`src/logic/eipd_cfg.svh`:
```
// register map, field positions and reset values of the pin event detector
`ifndef EIPD_CFG_SVH
`define EIPD_CFG_SVH

`define EIPD_CSR_ADDR   12'h000
`define EIPD_BIT_MODE   3'h0
`define EIPD_BIT_INTEN  3'h1
`define EIPD_BIT_ACK    3'h2
`define EIPD_BIT_FLAG   3'h3
`define EIPD_BIT_PINEN  3'h4
`define EIPD_BIT_POL    3'h5
`define EIPD_CTRL_RST   1'h0
`define EIPD_FLAG_RST   1'h0
`define EIPD_RDATA_RST  32'h0000_0000

`endif

```
`src/logic/eipd_pkg.sv`:
```
// types shared by the pin event detector modules
package eipd_pkg;

  // state of the register and detection core
  typedef struct packed {
    logic        pin_en;
    logic        pol;
    logic        int_en;
    logic        mode;
    logic        flag;
    logic [31:0] rdata;
  } eipd_core_s;

  // state of the pin synchroniser
  typedef struct packed {
    logic s1;
    logic s2;
    logic prev;
  } eipd_sync_s;

endpackage

```
`src/logic/eipd_pin_if.sv`:
```
// synchronised pin samples passed from synchroniser to core
`timescale 1ns/1ps
interface eipd_pin_if;
  logic level;
  logic prev;

  modport sync_side (output level, output prev);
  modport core_side (input level, input prev);
endinterface

```
`src/logic/eipd_pin_sync.sv`:
```
// two-stage pin synchroniser with one extra sample for edge detection
`timescale 1ns/1ps
`include "eipd_cfg.svh"
module eipd_pin_sync
  import eipd_pkg::*;
(
  input  wire logic       pclk,
  input  wire logic       presetn,
  input  wire logic       pin_raw,
  eipd_pin_if.sync_side   pin
);

  eipd_sync_s st;
  eipd_sync_s next_st;

  // two-stage synchroniser
  // s1 feeds only s2; prev is one sample older than s2
  always_comb begin
    next_st      = st;
    next_st.s1   = pin_raw;
    next_st.s2   = st.s1;
    next_st.prev = st.s2;
  end

  // idle pin level is unknown, so reset to zero and let detection ignore startup
  always_ff @(posedge pclk or negedge presetn) begin
    if (!presetn) begin
      st <= '0;
    end else begin
      st <= next_st;
    end
  end

  assign pin.level = st.s2;
  assign pin.prev  = st.prev;
endmodule

```
`src/logic/eipd_top.sv`:
```
// external request pin detector with its APB control and status register
//
// Chosen here: the placing of the registers and the APB slave port.
`timescale 1ns/1ps
`include "eipd_cfg.svh"
module eipd_top
  import eipd_pkg::*;
#(
  parameter int ADDR_W = 12
)
(
  input  wire logic              pclk,
  input  wire logic              presetn,
  input  wire logic              psel,
  input  wire logic              penable,
  input  wire logic              pwrite,
  input  wire logic [ADDR_W-1:0] paddr,
  input  wire logic [31:0]       pwdata,
  input  wire logic [3:0]        pstrb,
  output logic      [31:0]       prdata,
  output logic                   pready,
  output logic                   pslverr,
  input  wire logic              pin_raw,
  output logic                   pull_up_en,
  output logic                   pull_down_en,
  output logic                   irq_req
);

  // the register sits in the low word; anything narrower cannot decode it
  if (ADDR_W < 4 || ADDR_W > 32) begin : g_bad_addr_w
    $error("ADDR_W must lie between 4 and 32");
  end

  // decoding shared by the write path, the read path and the error reply

  // true when the byte address selects the control and status word
  function automatic logic csr_hit(input logic [ADDR_W-1:0] addr);
    logic [31:0] wide;
    wide = 32'h0000_0000;
    wide[ADDR_W-1:0] = addr;
    return wide == 32'(`EIPD_CSR_ADDR);
  endfunction

  // state

  eipd_core_s st;
  eipd_core_s next_st;

  eipd_pin_if pin ();

  eipd_pin_sync u_sync (
    .pclk    (pclk),
    .presetn (presetn),
    .pin_raw (pin_raw),
    .pin     (pin.sync_side)
  );

  // bus phase decode

  logic setup_ph;
  logic access_ph;
  logic wr_csr;
  logic ack_wr;

  // the slave answers at once, so every access phase is its last
  assign setup_ph  = psel && !penable;
  assign access_ph = psel && penable;
  // only byte lane 0 carries the six implemented bits
  assign wr_csr    = access_ph && pwrite && csr_hit(paddr) && pstrb[0];
  // zero in the acknowledge bit is no acknowledge
  assign ack_wr    = wr_csr && pwdata[`EIPD_BIT_ACK];

  // pin event detection

  logic asserted;
  logic edge_seen;
  logic pin_event;
  logic level_hold;

  // polarity selects sense
  // low level counts as asserted when the falling sense is chosen
  assign asserted  = st.pol ? pin.level : !pin.level;
  // an edge is a change between successive samples toward the asserted sense
  assign edge_seen = asserted && (pin.level != pin.prev);
  assign pin_event = st.pin_en && (edge_seen || (st.mode && asserted));
  assign level_hold = st.pin_en && st.mode && asserted;

  // register image as software sees it

  logic [31:0] csr_image;

  always_comb begin
    csr_image                  = 32'h0000_0000;
    csr_image[`EIPD_BIT_MODE]  = st.mode;
    csr_image[`EIPD_BIT_INTEN] = st.int_en;
    csr_image[`EIPD_BIT_FLAG]  = st.flag;
    csr_image[`EIPD_BIT_PINEN] = st.pin_en;
    csr_image[`EIPD_BIT_POL]   = st.pol;
  end

  // next state

  always_comb begin
    next_st = st;

    // four read/write controls, written as a whole byte
    if (wr_csr) begin
      next_st.mode   = pwdata[`EIPD_BIT_MODE];
      next_st.int_en = pwdata[`EIPD_BIT_INTEN];
      next_st.pin_en = pwdata[`EIPD_BIT_PINEN];
      next_st.pol    = pwdata[`EIPD_BIT_POL];
    end

    // acknowledge clears flag
    // set is applied last so an event in the clearing cycle survives
    if (ack_wr && !level_hold) begin
      next_st.flag = 1'h0;
    end
    if (pin_event) begin
      next_st.flag = 1'h1;
    end

    // read data is captured in the setup cycle so prdata comes from a flop;
    // a flag change in the single cycle between capture and answer shows next read
    if (setup_ph && !pwrite) begin
      next_st.rdata = csr_hit(paddr) ? csr_image : 32'h0000_0000;
    end
  end

  always_ff @(posedge pclk or negedge presetn) begin
    if (!presetn) begin
      st.pin_en <= `EIPD_CTRL_RST;
      st.pol    <= `EIPD_CTRL_RST;
      st.int_en <= `EIPD_CTRL_RST;
      st.mode   <= `EIPD_CTRL_RST;
      st.flag   <= `EIPD_FLAG_RST;
      st.rdata  <= `EIPD_RDATA_RST;
    end else begin
      st <= next_st;
    end
  end

  // outputs

  // zero wait states: the access phase always completes in one cycle
  assign pready  = 1'h1;
  // unmapped addresses get an error reply, reads of them return zero
  assign pslverr = access_ph && !csr_hit(paddr);
  assign prdata  = st.rdata;

  // pull resistor select
  // pull opposite to the asserted sense so a floating pin stays idle
  assign pull_up_en   = st.pin_en && !st.pol;
  assign pull_down_en = st.pin_en && st.pol;

  assign irq_req = st.flag && st.int_en;
endmodule

```
`config.mk`:
```
export PLATFORM = sky130hd
export DESIGN_NAME = eipd_top
export DESIGN_NICKNAME = d
export VERILOG_FILES = /design/src/logic/eipd_pkg.sv /design/src/logic/eipd_pin_if.sv /design/src/logic/eipd_pin_sync.sv /design/src/logic/eipd_top.sv
export VERILOG_INCLUDE_DIRS = /design/src /design/src/logic
export SDC_FILE = /design/constraint.sdc
export NUM_CORES = 1
export LEC_CHECK = 0
export ABC_CLOCK_PERIOD_IN_PS = 1700
export BUFFER_PORTS_ARGS = -buffer_cell sky130_fd_sc_hd__buf_2
export CORE_MARGIN = 1.5
export CORE_UTILIZATION = 34
export CTS_CLUSTER_SIZE = 16
export DETAILED_ROUTE_END_ITERATION = 16
export GPL_TIMING_DRIVEN = 1
export PLACE_DENSITY = 0.8
export RECOVER_POWER = 100
export SYNTH_ARGS = -nofsm -noshare
export SYNTH_HDL_FRONTEND = slang
export SYNTH_SLANG_ARGS = --single-unit
```
`constraint.sdc`:
```
create_clock -name pclk -period 1.7 [get_ports pclk]
set_clock_uncertainty 0.15 [all_clocks]
set_input_delay 0.34 -clock pclk [delete_from_list [all_inputs] [get_ports pclk]]
set_output_delay 0.34 -clock pclk [all_outputs]
set_load 0.01 [all_outputs]
```
After elaboration in Yosys (flattened, before gate mapping):

Cells that the tools add are included.

* bits in registers: 40
* bits of input ports: 54
* output and inout port bits: 37
* word-level logic and storage cells: 40

* eq/ne operators: 1
* multiplexer cells: 4
* reduce and logical (&&, ||, !) cells: 26

Operators with widths (count)
* logical AND 1 bit: 17
* logical NOT 12 bit: 1
* logical NOT 1 bit: 6
* 2-to-1 mux 6 bit: 1
* 2-to-1 mux 1 bit: 3
* nonzero test 2 bit: 1
* logical OR 1 bit: 1
* != test 1 bit: 1

Longest topological paths before layout:

Gate-level depths: netlist of the first run.

* word-level depth: 8
* depth in mapped cells: 3
* depth with buffers taken out: 3

Hierarchy:

A second synthesis of the first run with hierarchy kept.

* cell total of the unflattened synthesis: 80
* area total of the unflattened synthesis: 825.8 sq um

Modules (own cells, without submodules)
* eipd_top: times used 1, cells an instance 77, area each 750.7 sq um, seq. area each 250.2 sq um
* eipd_pin_sync: times used 1, cells an instance 3, area each 75.1 sq um, seq. area each 75.1 sq um

Least setup slack after synthesis of the first run:

No wires, ideal clock.

* path type: input-to-reg
* start: input port paddr[9]
* end: register st (netlist bit csr_image[4])
* arrival time: 1.167 ns
* slack: 0.255 ns
* stages on the path: 3
* buffers on the path: 0
* path through: nor4_4 nand4_4 mux2_1

* cells in the longest elaborated chain, start to end: 3

Ends and longest elaborated chain
* from (decl): line eipd_top.sv:17 `input wire logic [ADDR_W-1:0] paddr,`
* logical NOT 12 bit: line eipd_top.sv:41 `` return wide == 32'(`EIPD_CSR_ADDR); ``
* logical AND 1 bit (2 in series): line eipd_top.sv:69 `assign wr_csr = access_ph && pwrite && csr_hit(paddr) && pstrb[0];`
* to (signal assigned): line eipd_top.sv:139 `st <= next_st;`
* to (decl): line eipd_top.sv:46 `eipd_core_s st;`

No other way between the ends.
A chain may end at the register's enable or synchronous reset.

Worst setup path in the final report of the first run:

* start: input port paddr[5]
* end: output port pslverr

* cells in the longest elaborated chain, start to end: 3

Ends and longest elaborated chain
* logical NOT 12 bit: line eipd_top.sv:41
* logical NOT 1 bit: line eipd_top.sv:148 `assign pslverr = access_ph && !csr_hit(paddr);`
* logical AND 1 bit: line eipd_top.sv:148
* to (decl): line eipd_top.sv:22 `output logic pslverr,`

No other way between the ends.

==> impl_metrics.ini, run 1 <==
[floorplanning]
die_area_sq_um = 2730
fp.coreArea_sq_um = 2250
placementRows = 17
die_h_um = 52.3
die_x_um = 52.3
ioPinCount = 91
start_util_pct = 36.6

[power_and_ir_drop]
p_comb_share_pct = 14.6
p_sw_uw = 146
switching_share_pct = 25.2
p_clk_share_pct = 30.9
leakagePower_nw = 0.461
powerDensity_nw_per_um2 = 630
peakVddDrop_v = 0.000461
power_uw = 577
power_frac_seq_pct = 54.6
internal_power_uw = 431

[clock_network]
cts_tree = yes
cts-root-buf = clkbuf_4
htree_levels = 1
clk_latency_ns = 0.26
cts_buffer_depth = 2
clock_sinks = 13
cts_buffers = 3
path_clk_slew_ns = 0.07
cts_setup_buffers = 0

[detailed_routing]
drc_errors = 0
first_iter_violations = 3
dr.pass1.iters = 4
vias = 585
drt-total-wl_um = 1340
via_per_inst = 4.09
drtAntennaViolNets = 0
post_drt_wl_per_cell_um = 9.34

[grt]
grt_pass1_vias = 530
grt_overflow_total = 0
antenna_found_initial = 0
grt_use_total_pct = 10.4
grt_max_degree = 14
grt_pass1_wl_um = 2080

[logic_synthesis]
synth_xor_area_share_pct = 2.12
syn_area_sq_um = 826
yosys.area.top_type = dfrtp_1
synth_top_area_share_pct = 39.4
synthMuxAreaShare_pct = 5.45
synth_area_per_cell_sq_um = 10.3
ys_ff_latch = 13
synthAdderAreaFrac_pct = 0
ys_types = 20
yosys.area_share.simple_pct = 18.6
synth_top_family_by_area = buffers and inverters
synth_cells = 80
yosysSeqAreaShare_pct = 39.4
synth_compound_area_share_pct = 5.76
synthTopCellsByArea = dfrtp_1 39%, buf_4 25%, nor4_4 7.7%
yosys_warnings = 0

[placed_design]
dp_slack_ns = 0.0275
dp_hpwl_um = 1230
port_buffers = 32
place_congestion = 0.788

[timing]
fmax_mhz = 654
rsz0062_at_grt = no
finalMaxSlewViolations = 0
timing.slew.headroom_pct = 55.1
period_share_pct = 89.9
setup_tns_ns = 0
worst_slew_pin_slew_ns = 0.674
setup_slack_ns = 0.172
finalSetupViolCount = 0
hold_viol = 0
hold_slack_ns = 0.0275
min_period_ns = 1.53

[layout]
finalCoreUtilization_pct = 40.6
drive_gt1_share_pct = 26.1
final_cell_mix = 28 x conb_1, 21 x buf_2, 13 x dfrtp_1
area_delta_synth_final_pct = 10.9
final_common_cell = conb_1
fillCellCount = 238
finalNetCount = 170
antennaDiodeCount = 0

[critical_path]
reg2reg_depth = 3
endpoint = pslverr
crit_cells = 4
crit_arrival_ns = 1.04
startpoint_type = input port
path_cells = clkbuf_1 > nor4_4 > a31oi_1 > clkbuf_1
path_delay_family = simple AND/OR/NAND/NOR gates
r2r-start = csr_image[5]
critPathKind = input port to primary output
path_common_cell = clkbuf_1
cp-end-kind = primary output
critPathLaunch = paddr[5]
critPathBufInv = 2
ff2ff_setup_slack_ns = 0.46
worst_path_largest_cell_delay_ns = 0.33
slowest_stage = nor4_4
r2r_end = csr_image[3]
crit_fanout = 3
cp_data_required_time_ns = 1.21

[status]
status = completed

[run]
drv_cap = 0

[worst_hold_path]
hold_class = input port to flop
[final cells by class]
cell class / count / area (sq um) / share of cell area (%)
Sequential cell: 13 / 325 / 35.5
Tap cell: 28 / 35.0 / 3.83
Multi-Input combinational cell: 60 / 354 / 38.7
Clock buffer: 4 / 26.3 / 2.87
Timing Repair Buffer: 33 / 156 / 17.1
Inverter: 5 / 18.8 / 2.05
[logic make-up after synthesis]
| group | Yosys count |
|---|---|
| buffers and inverters | 33 |
| and+or+nand+nor | 18 |
| DFF | 13 |
| other | 2 |
| AOI/OAI and AO/OA | 8 |
| xor gates and xnor gates | 2 |
| muxes | 4 |
[flip-flops by register name, summed over array words and instances, names as in the netlist]
signal,cells
csr_image,5
prdata,5
u_sync.next_st,1
u_sync.pin.level,1
u_sync.pin.prev,1
[power groups by stage]
| stage | clock network (mW) | registers (mW) | logic [mW] |
|---|---|---|---|
| floorplan | 0 | 0.320 | 0.0880 |
| global route | 0.199 | 0.315 | 0.0953 |
| CTS | 0.189 | 0.314 | 0.0863 |
| detailed placement | 0 | 0.321 | 0.0845 |
| global placement | 0 | 0.320 | 0.0812 |
| finish | 0.178 | 0.315 | 0.0839 |
[repair_timing]
action	4_1_cts	5_1_grt
hold endpoints to repair	13	0
resized for setup	0	0
hold buffers	1	0
[Yosys cell counts]
| library cell | count |
|---|---|
| inv_1 | 5 |
| or3b_2 | 1 |
| dfrtp_1 | 13 |
| nand4_4 | 1 |
| buf_4 | 28 |
| a211oi_1 | 1 |
| conb_1 | 2 |
| xor2_1 | 1 |
| nand2_1 | 6 |
| xnor2_1 | 1 |
| o21ai_0 | 5 |
| a211o_1 | 1 |
| nor2_1 | 4 |
| nor3b_1 | 1 |
| a31oi_1 | 1 |
| nand4_1 | 1 |
| nor4_4 | 3 |
| and4_1 | 1 |
| mux2_1 | 2 |
| mux2_2 | 2 |
[worst reg2reg max path: stages, from the launching register on]
cell and delay, ns:
dfrtp_1 0.44, xnor2_1 0.18, a211oi_1 0.09, a211o_1 0.27
[layer usage]
metal / vias up / share of wire (%) / routed length (um) / GRT usage, %
met1: 261 / 31 / 420 / 10.1
li1: 280 / - / - / -
met5: - / 0 / 0 / 0
met4: 0 / 2.8 / 38 / 6.41
met2: 40 / 57 / 768 / 20.0
met3: 4 / 8.2 / 109 / 1.43
[worst min path at each step]
stage                     startpoint           endpoint  slack, ns  cells past startpoint
after global placement       presetn       csr_image[4]       0.08                      1
after floorplan              presetn       csr_image[0]      -0.11                      0
after detailed placement     presetn       csr_image[0]       0.09                      1
after CTS                    pin_raw  u_sync.next_st[1]       0.01                      1
after global routing         pin_raw  u_sync.next_st[1]       0.02                      1
final                        pin_raw  u_sync.next_st[1]       0.03                      1
[through the flow]
stage | cells | instance area [sq um]
global placement | 138 | 908
CTS | 143 | 945
floorplan | 106 | 923
global route | 143 | 916
finish | 143 | 916
detailed placement | 138 | 908
No activity file was read; power rests on OpenSTA's default activity.
==> run 2, diff against run 1 <==
ABC_AREA = 1   (was unset)
==> impl_metrics.ini, run 2 <==
[critical_path]
reg2reg_depth = 3
ff2ff_setup_slack_ns = 0.63
startpoint_type = input port
r2r-start = u_sync.pin.level
crit_fanout = 4
endpoint = pslverr
critPathKind = input port to primary output
cp_data_required_time_ns = 1.21
r2r_end = csr_image[3]
crit_arrival_ns = 1.01
cp-end-kind = primary output
critPathLaunch = paddr[11]

[grt]
grt_overflow_total = 0
grt_pass1_wl_um = 2300
grt_max_degree = 14
grt_use_total_pct = 11.8
grt_pass1_vias = 598
antenna_found_initial = 0

[logic_synthesis]
synth_compound_area_share_pct = 7.69
synthMuxAreaShare_pct = 0
synthAdderAreaFrac_pct = 0
yosysSeqAreaShare_pct = 39.2
synth.most_common_cell = buf_4
synthTopCellsByArea = dfrtp_1 39%, buf_4 25%, nand2_1 8.1%
ys_types = 18
synth_xor_area_share_pct = 2.11
synth_common_cells = 28 x buf_4, 18 x nand2_1, 13 x dfrtp_1
syn_area_sq_um = 830
synth-edff-count = 0
synth_ff_type = dfrtp_1
synth_top_area_share_pct = 39.2
synth_cells = 99
synth_top_family_by_area = buffers and inverters
synth_area_per_cell_sq_um = 8.38
ys_async_sr_fraction_pct = 100
yosys.area.top_type = dfrtp_1
yosys.area_share.simple_pct = 19.3
ys_ff_latch = 13
yosys_warnings = 0

[floorplanning]
die_area_sq_um = 2750
ioPinCount = 91
start_util_pct = 36.8
die_x_um = 52.4
fp.coreArea_sq_um = 2250
die_h_um = 52.4
placementRows = 17

[clock_network]
cts_setup_buffers = 0
cts_tree = yes
clk_latency_ns = 0.27
cts_buffer_depth = 2
htree_levels = 1
clock_sinks = 13
cts-root-buf = clkbuf_4
path_clk_slew_ns = 0.07
cts_buffers = 3

[timing]
finalSetupViolCount = 0
hold_slack_ns = 0.0176
worst_slew_pin_slew_ns = 0.674
setup_tns_ns = 0
min_period_ns = 1.50
hold_viol = 0
rsz0062_at_grt = no
finalMaxSlewViolations = 0
timing.slew.headroom_pct = 55.0
period_share_pct = 88.3
fmax_mhz = 666

[detailed_routing]
wirelength_met1_um = 516
dr_wl_met3_um = 154
wl_met2_um = 789
drt-total-wl_um = 1470
dr.pass1.iters = 2
drc_errors = 0
via_per_inst = 3.90
first_iter_violations = 3
drtAntennaViolNets = 0
post_drt_wl_per_cell_um = 9.04
vias = 635
top_layer = met4

[power_and_ir_drop]
leakagePower_nw = 0.489
powerDensity_nw_per_um2 = 631
power_uw = 585
peakVddDrop_v = 0.000428

[run]
drv_cap = 0

[layout]
antennaDiodeCount = 0
area_delta_synth_final_pct = 11.8
fillCellCount = 258
finalNetCount = 190
final_common_cell = conb_1
drive_gt1_share_pct = 20.7
final_cell_mix = 28 x conb_1, 22 x buf_2, 18 x nand2_1

[placed_design]
place_congestion = 0.713
port_buffers = 32
dp_hpwl_um = 1190

[worst_hold_path]
hold_class = input port to flop

[status]
status = completed
-- run 2: cells by family after synthesis --
family / after synthesis
xor+xnor: 2
simple gates: 31
flops: 13
compound gates: 11
buf+inv: 40
other cells: 2
-- run 2: critical path: stages --
cell and delay (ns):
buf_2 0.09, nor2_1 0.12, nand2_1 0.11, nor2_4 0.15, a21oi_1 0.07, clkbuf_1 0.13
-- run 2: cell type report --
type	instances	area [sq um]	area share, %
clock buffers	4	26.3	2.83
inverters	12	45.0	4.86
multi-input cells	72	334	36.0
flip-flops and latches	13	325	35.1
well taps	28	35.0	3.78
repair buffers	34	161	17.4
-- run 2: repair_timing --
item / in CTS / in global routing
hold endpoints to repair: 13 / 0
hold buffers: 1 / 0
resized for setup: 0 / 0
-- run 2: metrics by stage --
step,setup WS (ns),instances,area [sq um],util [%]
2_1_floorplan,0.407,125,927,-
3_3_place_gp,0.215,158,920,40.8
3_5_place_dp,0.155,158,920,40.8
4_1_cts,0.155,163,956,42.4
5_1_grt,0.152,163,927,41.1
6_report,0.199,163,927,41.1
-- run 2: worst min-delay path by stage --
stage               startpoint           endpoint  slack, ns  depth (start not counted)
floorplan              presetn       csr_image[0]      -0.11                          0
global placement       presetn          prdata[3]       0.08                          1
detailed placement     presetn          prdata[3]       0.09                          1
CTS                    pin_raw  u_sync.next_st[1]       0.01                          1
global route           pin_raw  u_sync.next_st[1]      0.003                          1
finish                 pin_raw  u_sync.next_st[1]       0.02                          1
-- run 2: metal layers --
layer  vias to the layer above  GRT usage [%]
met1                       272           10.7
li1                        324              -
met3                         2           6.57
met4                         0           2.56
met5                         -              0
met2                        37           22.3
-- run 2: power breakdown --
part | internal [mW] | switching (mW) | total (mW)
Combinational | 0.0286 | 0.0548 | 0.0834
Clock | 0.0909 | 0.0951 | 0.186
Sequential | 0.313 | 0.00237 | 0.315
==> run 3, diff against run 2 <==
SYNTH_HIERARCHICAL = 1   (was unset)
==> impl_metrics.ini, run 3 <==
[logic_synthesis]
synth_area_per_cell_sq_um = 8.38
synthTopCellsByArea = dfrtp_1 39%, buf_4 25%, nand2_1 8.1%
yosys.area.top_type = dfrtp_1
synth_top_area_share_pct = 39.2
synth-edff-count = 0
ys_ff_latch = 13
synth.most_common_cell = buf_4
synth_ff_type = dfrtp_1
yosys_warnings = 6
yosysSeqAreaShare_pct = 39.2
synth_cells = 99
ys_types = 18
synth_common_cells = 28 x buf_4, 18 x nand2_1, 13 x dfrtp_1
ys_async_sr_fraction_pct = 100
syn_area_sq_um = 830

[clock_network]
cts_buffer_depth = 2
htree_levels = 1
cts-root-buf = clkbuf_4
clk_latency_ns = 0.27
cts_buffers = 3
path_clk_slew_ns = 0.07
cts_setup_buffers = 0
cts_tree = yes
clock_sinks = 13

[timing]
finalSetupViolCount = 0
rsz0062_at_grt = no
min_period_ns = 1.49
setup_slack_ns = 0.211
worst_slew_pin_slew_ns = 0.681
finalMaxSlewViolations = 0
timing.slew.headroom_pct = 54.6
fmax_mhz = 672
setup_tns_ns = 0
hold_viol = 0
period_share_pct = 87.6

[floorplanning]
ioPinCount = 91
start_util_pct = 36.8
die_area_sq_um = 2750
placementRows = 17
die_h_um = 52.4
die_x_um = 52.4
fp.coreArea_sq_um = 2250

[critical_path]
crit_fanout = 4
critPathBufInv = 2
worst_path_largest_cell_delay_ns = 0.15
startpoint_type = input port
critPathLaunch = paddr[9]
path_cells = buf_2 > nor2_1 > nand2_1 > nor2_4 > a21oi_1 > clkbuf_1
cp_data_required_time_ns = 1.21
crit_cells = 6
slowest_stage = nor2_4
crit_arrival_ns = 1.00
endpoint = pslverr
path_delay_family = simple AND/OR/NAND/NOR gates
reg2reg_depth = 3
ff2ff_setup_slack_ns = 0.64
r2r-start = u_sync/pin.level
critPathKind = input port to primary output
cp-end-kind = primary output
r2r_end = csr_image[3]

[detailed_routing]
drc_errors = 0
post_drt_wl_per_cell_um = 8.47
via_per_inst = 3.92
first_iter_violations = 2
vias = 639
drt-total-wl_um = 1380
dr.pass1.iters = 3
drtAntennaViolNets = 0

[power_and_ir_drop]
power_uw = 588
peakVddDrop_v = 0.000480
powerDensity_nw_per_um2 = 631
leakagePower_nw = 0.494

[worst_hold_path]
hold_class = input port to flop

[placed_design]
placed_cells = 158
dp_hpwl_um = 1160
dp_slack_ns = 0.152
port_buffers = 32
place_congestion = 0.714

[layout]
antennaDiodeCount = 0
drive_gt1_share_pct = 21.5
finalNetCount = 190
area_delta_synth_final_pct = 12.2
final_common_cell = conb_1
seq_area_sq_um = 325
fillCellCount = 256
multi_input_area_sq_um = 334
layout.cells.non_filler = 163
finalCoreUtilization_pct = 41.3
final_cell_mix = 28 x conb_1, 22 x buf_2, 18 x nand2_1

[run]
drv_cap = 0

[grt]
grt_pass1_wl_um = 2040
antenna_found_initial = 0
grt_use_total_pct = 10.2
grt_max_degree = 14
grt_overflow_total = 0
grt_pass1_vias = 518

[status]
status = completed
-- run 3: layout make-up --
type                            count  share of cell area [%]
Multi-Input combinational cell     72                    35.9
Sequential cell                    13                    34.9
Timing Repair Buffer               34                    17.7
Inverter                           12                    4.84
Tap cell                           28                    3.76
Clock buffer                        4                    2.82
-- run 3: kinds of logic after synthesis --
kind of cell / count (synthesis) / synth area share (%)
AO/OA/AOI/OAI: 11 / 7.69
XOR/XNOR: 2 / 2.11
buffers and inverters: 40 / 30.8
flip-flops: 13 / 39.2
other: 2 / 0.905
AND/OR/NAND/NOR: 31 / 19.3
-- run 3: per-stage QoR --
stage	instance area [sq um]	hold slack (ns)
floorplan	927	-0.106
global placement	920	0.0779
detailed placement	920	0.0891
CTS	956	0.00630
global route	931	0.00517
finish	931	0.0155
-- run 3: repair_timing --
item / 4_1_cts / 5_1_grt
gates resized for setup: 0 / 0
hold endpoints to repair: 13 / 0
setup endpoints to repair: 0 / 0
hold buffers: 1 / 0
-- run 3: metal layers --
metal | GRT usage, % | wire (um)
met3 | 5.14 | 135
met2 | 17.3 | 693
met4 | 3.42 | 21
met5 | 0 | 0
met1 | 10.9 | 531
-- run 3: report_power, final --
group,internal [mW],total [mW],switching [mW]
clock network,0.0910,0.189,0.0978
registers,0.313,0.315,0.00232
logic,0.0292,0.0837,0.0546
-- run 3: worst min path at each step --
| stage | from | to | slack [ns] | cells past startpoint |
|---|---|---|---|---|
| floorplan | presetn | csr_image[0] | -0.11 | 0 |
| global placement | presetn | prdata[3] | 0.08 | 1 |
| detailed placement | presetn | prdata[3] | 0.09 | 1 |
| CTS | pin_raw | u_sync/next_st[1] | 0.006 | 1 |
| global route | pin_raw | u_sync/next_st[1] | 0.005 | 1 |
| finish | pin_raw | u_sync/next_st[1] | 0.02 | 1 |
-- run 3: worst register-to-register path, cell delays in order, from the launching register on --
cell      delay [ns]
dfrtp_1         0.41
xor2_1          0.17
o211ai_1        0.15
nand2_1         0.07
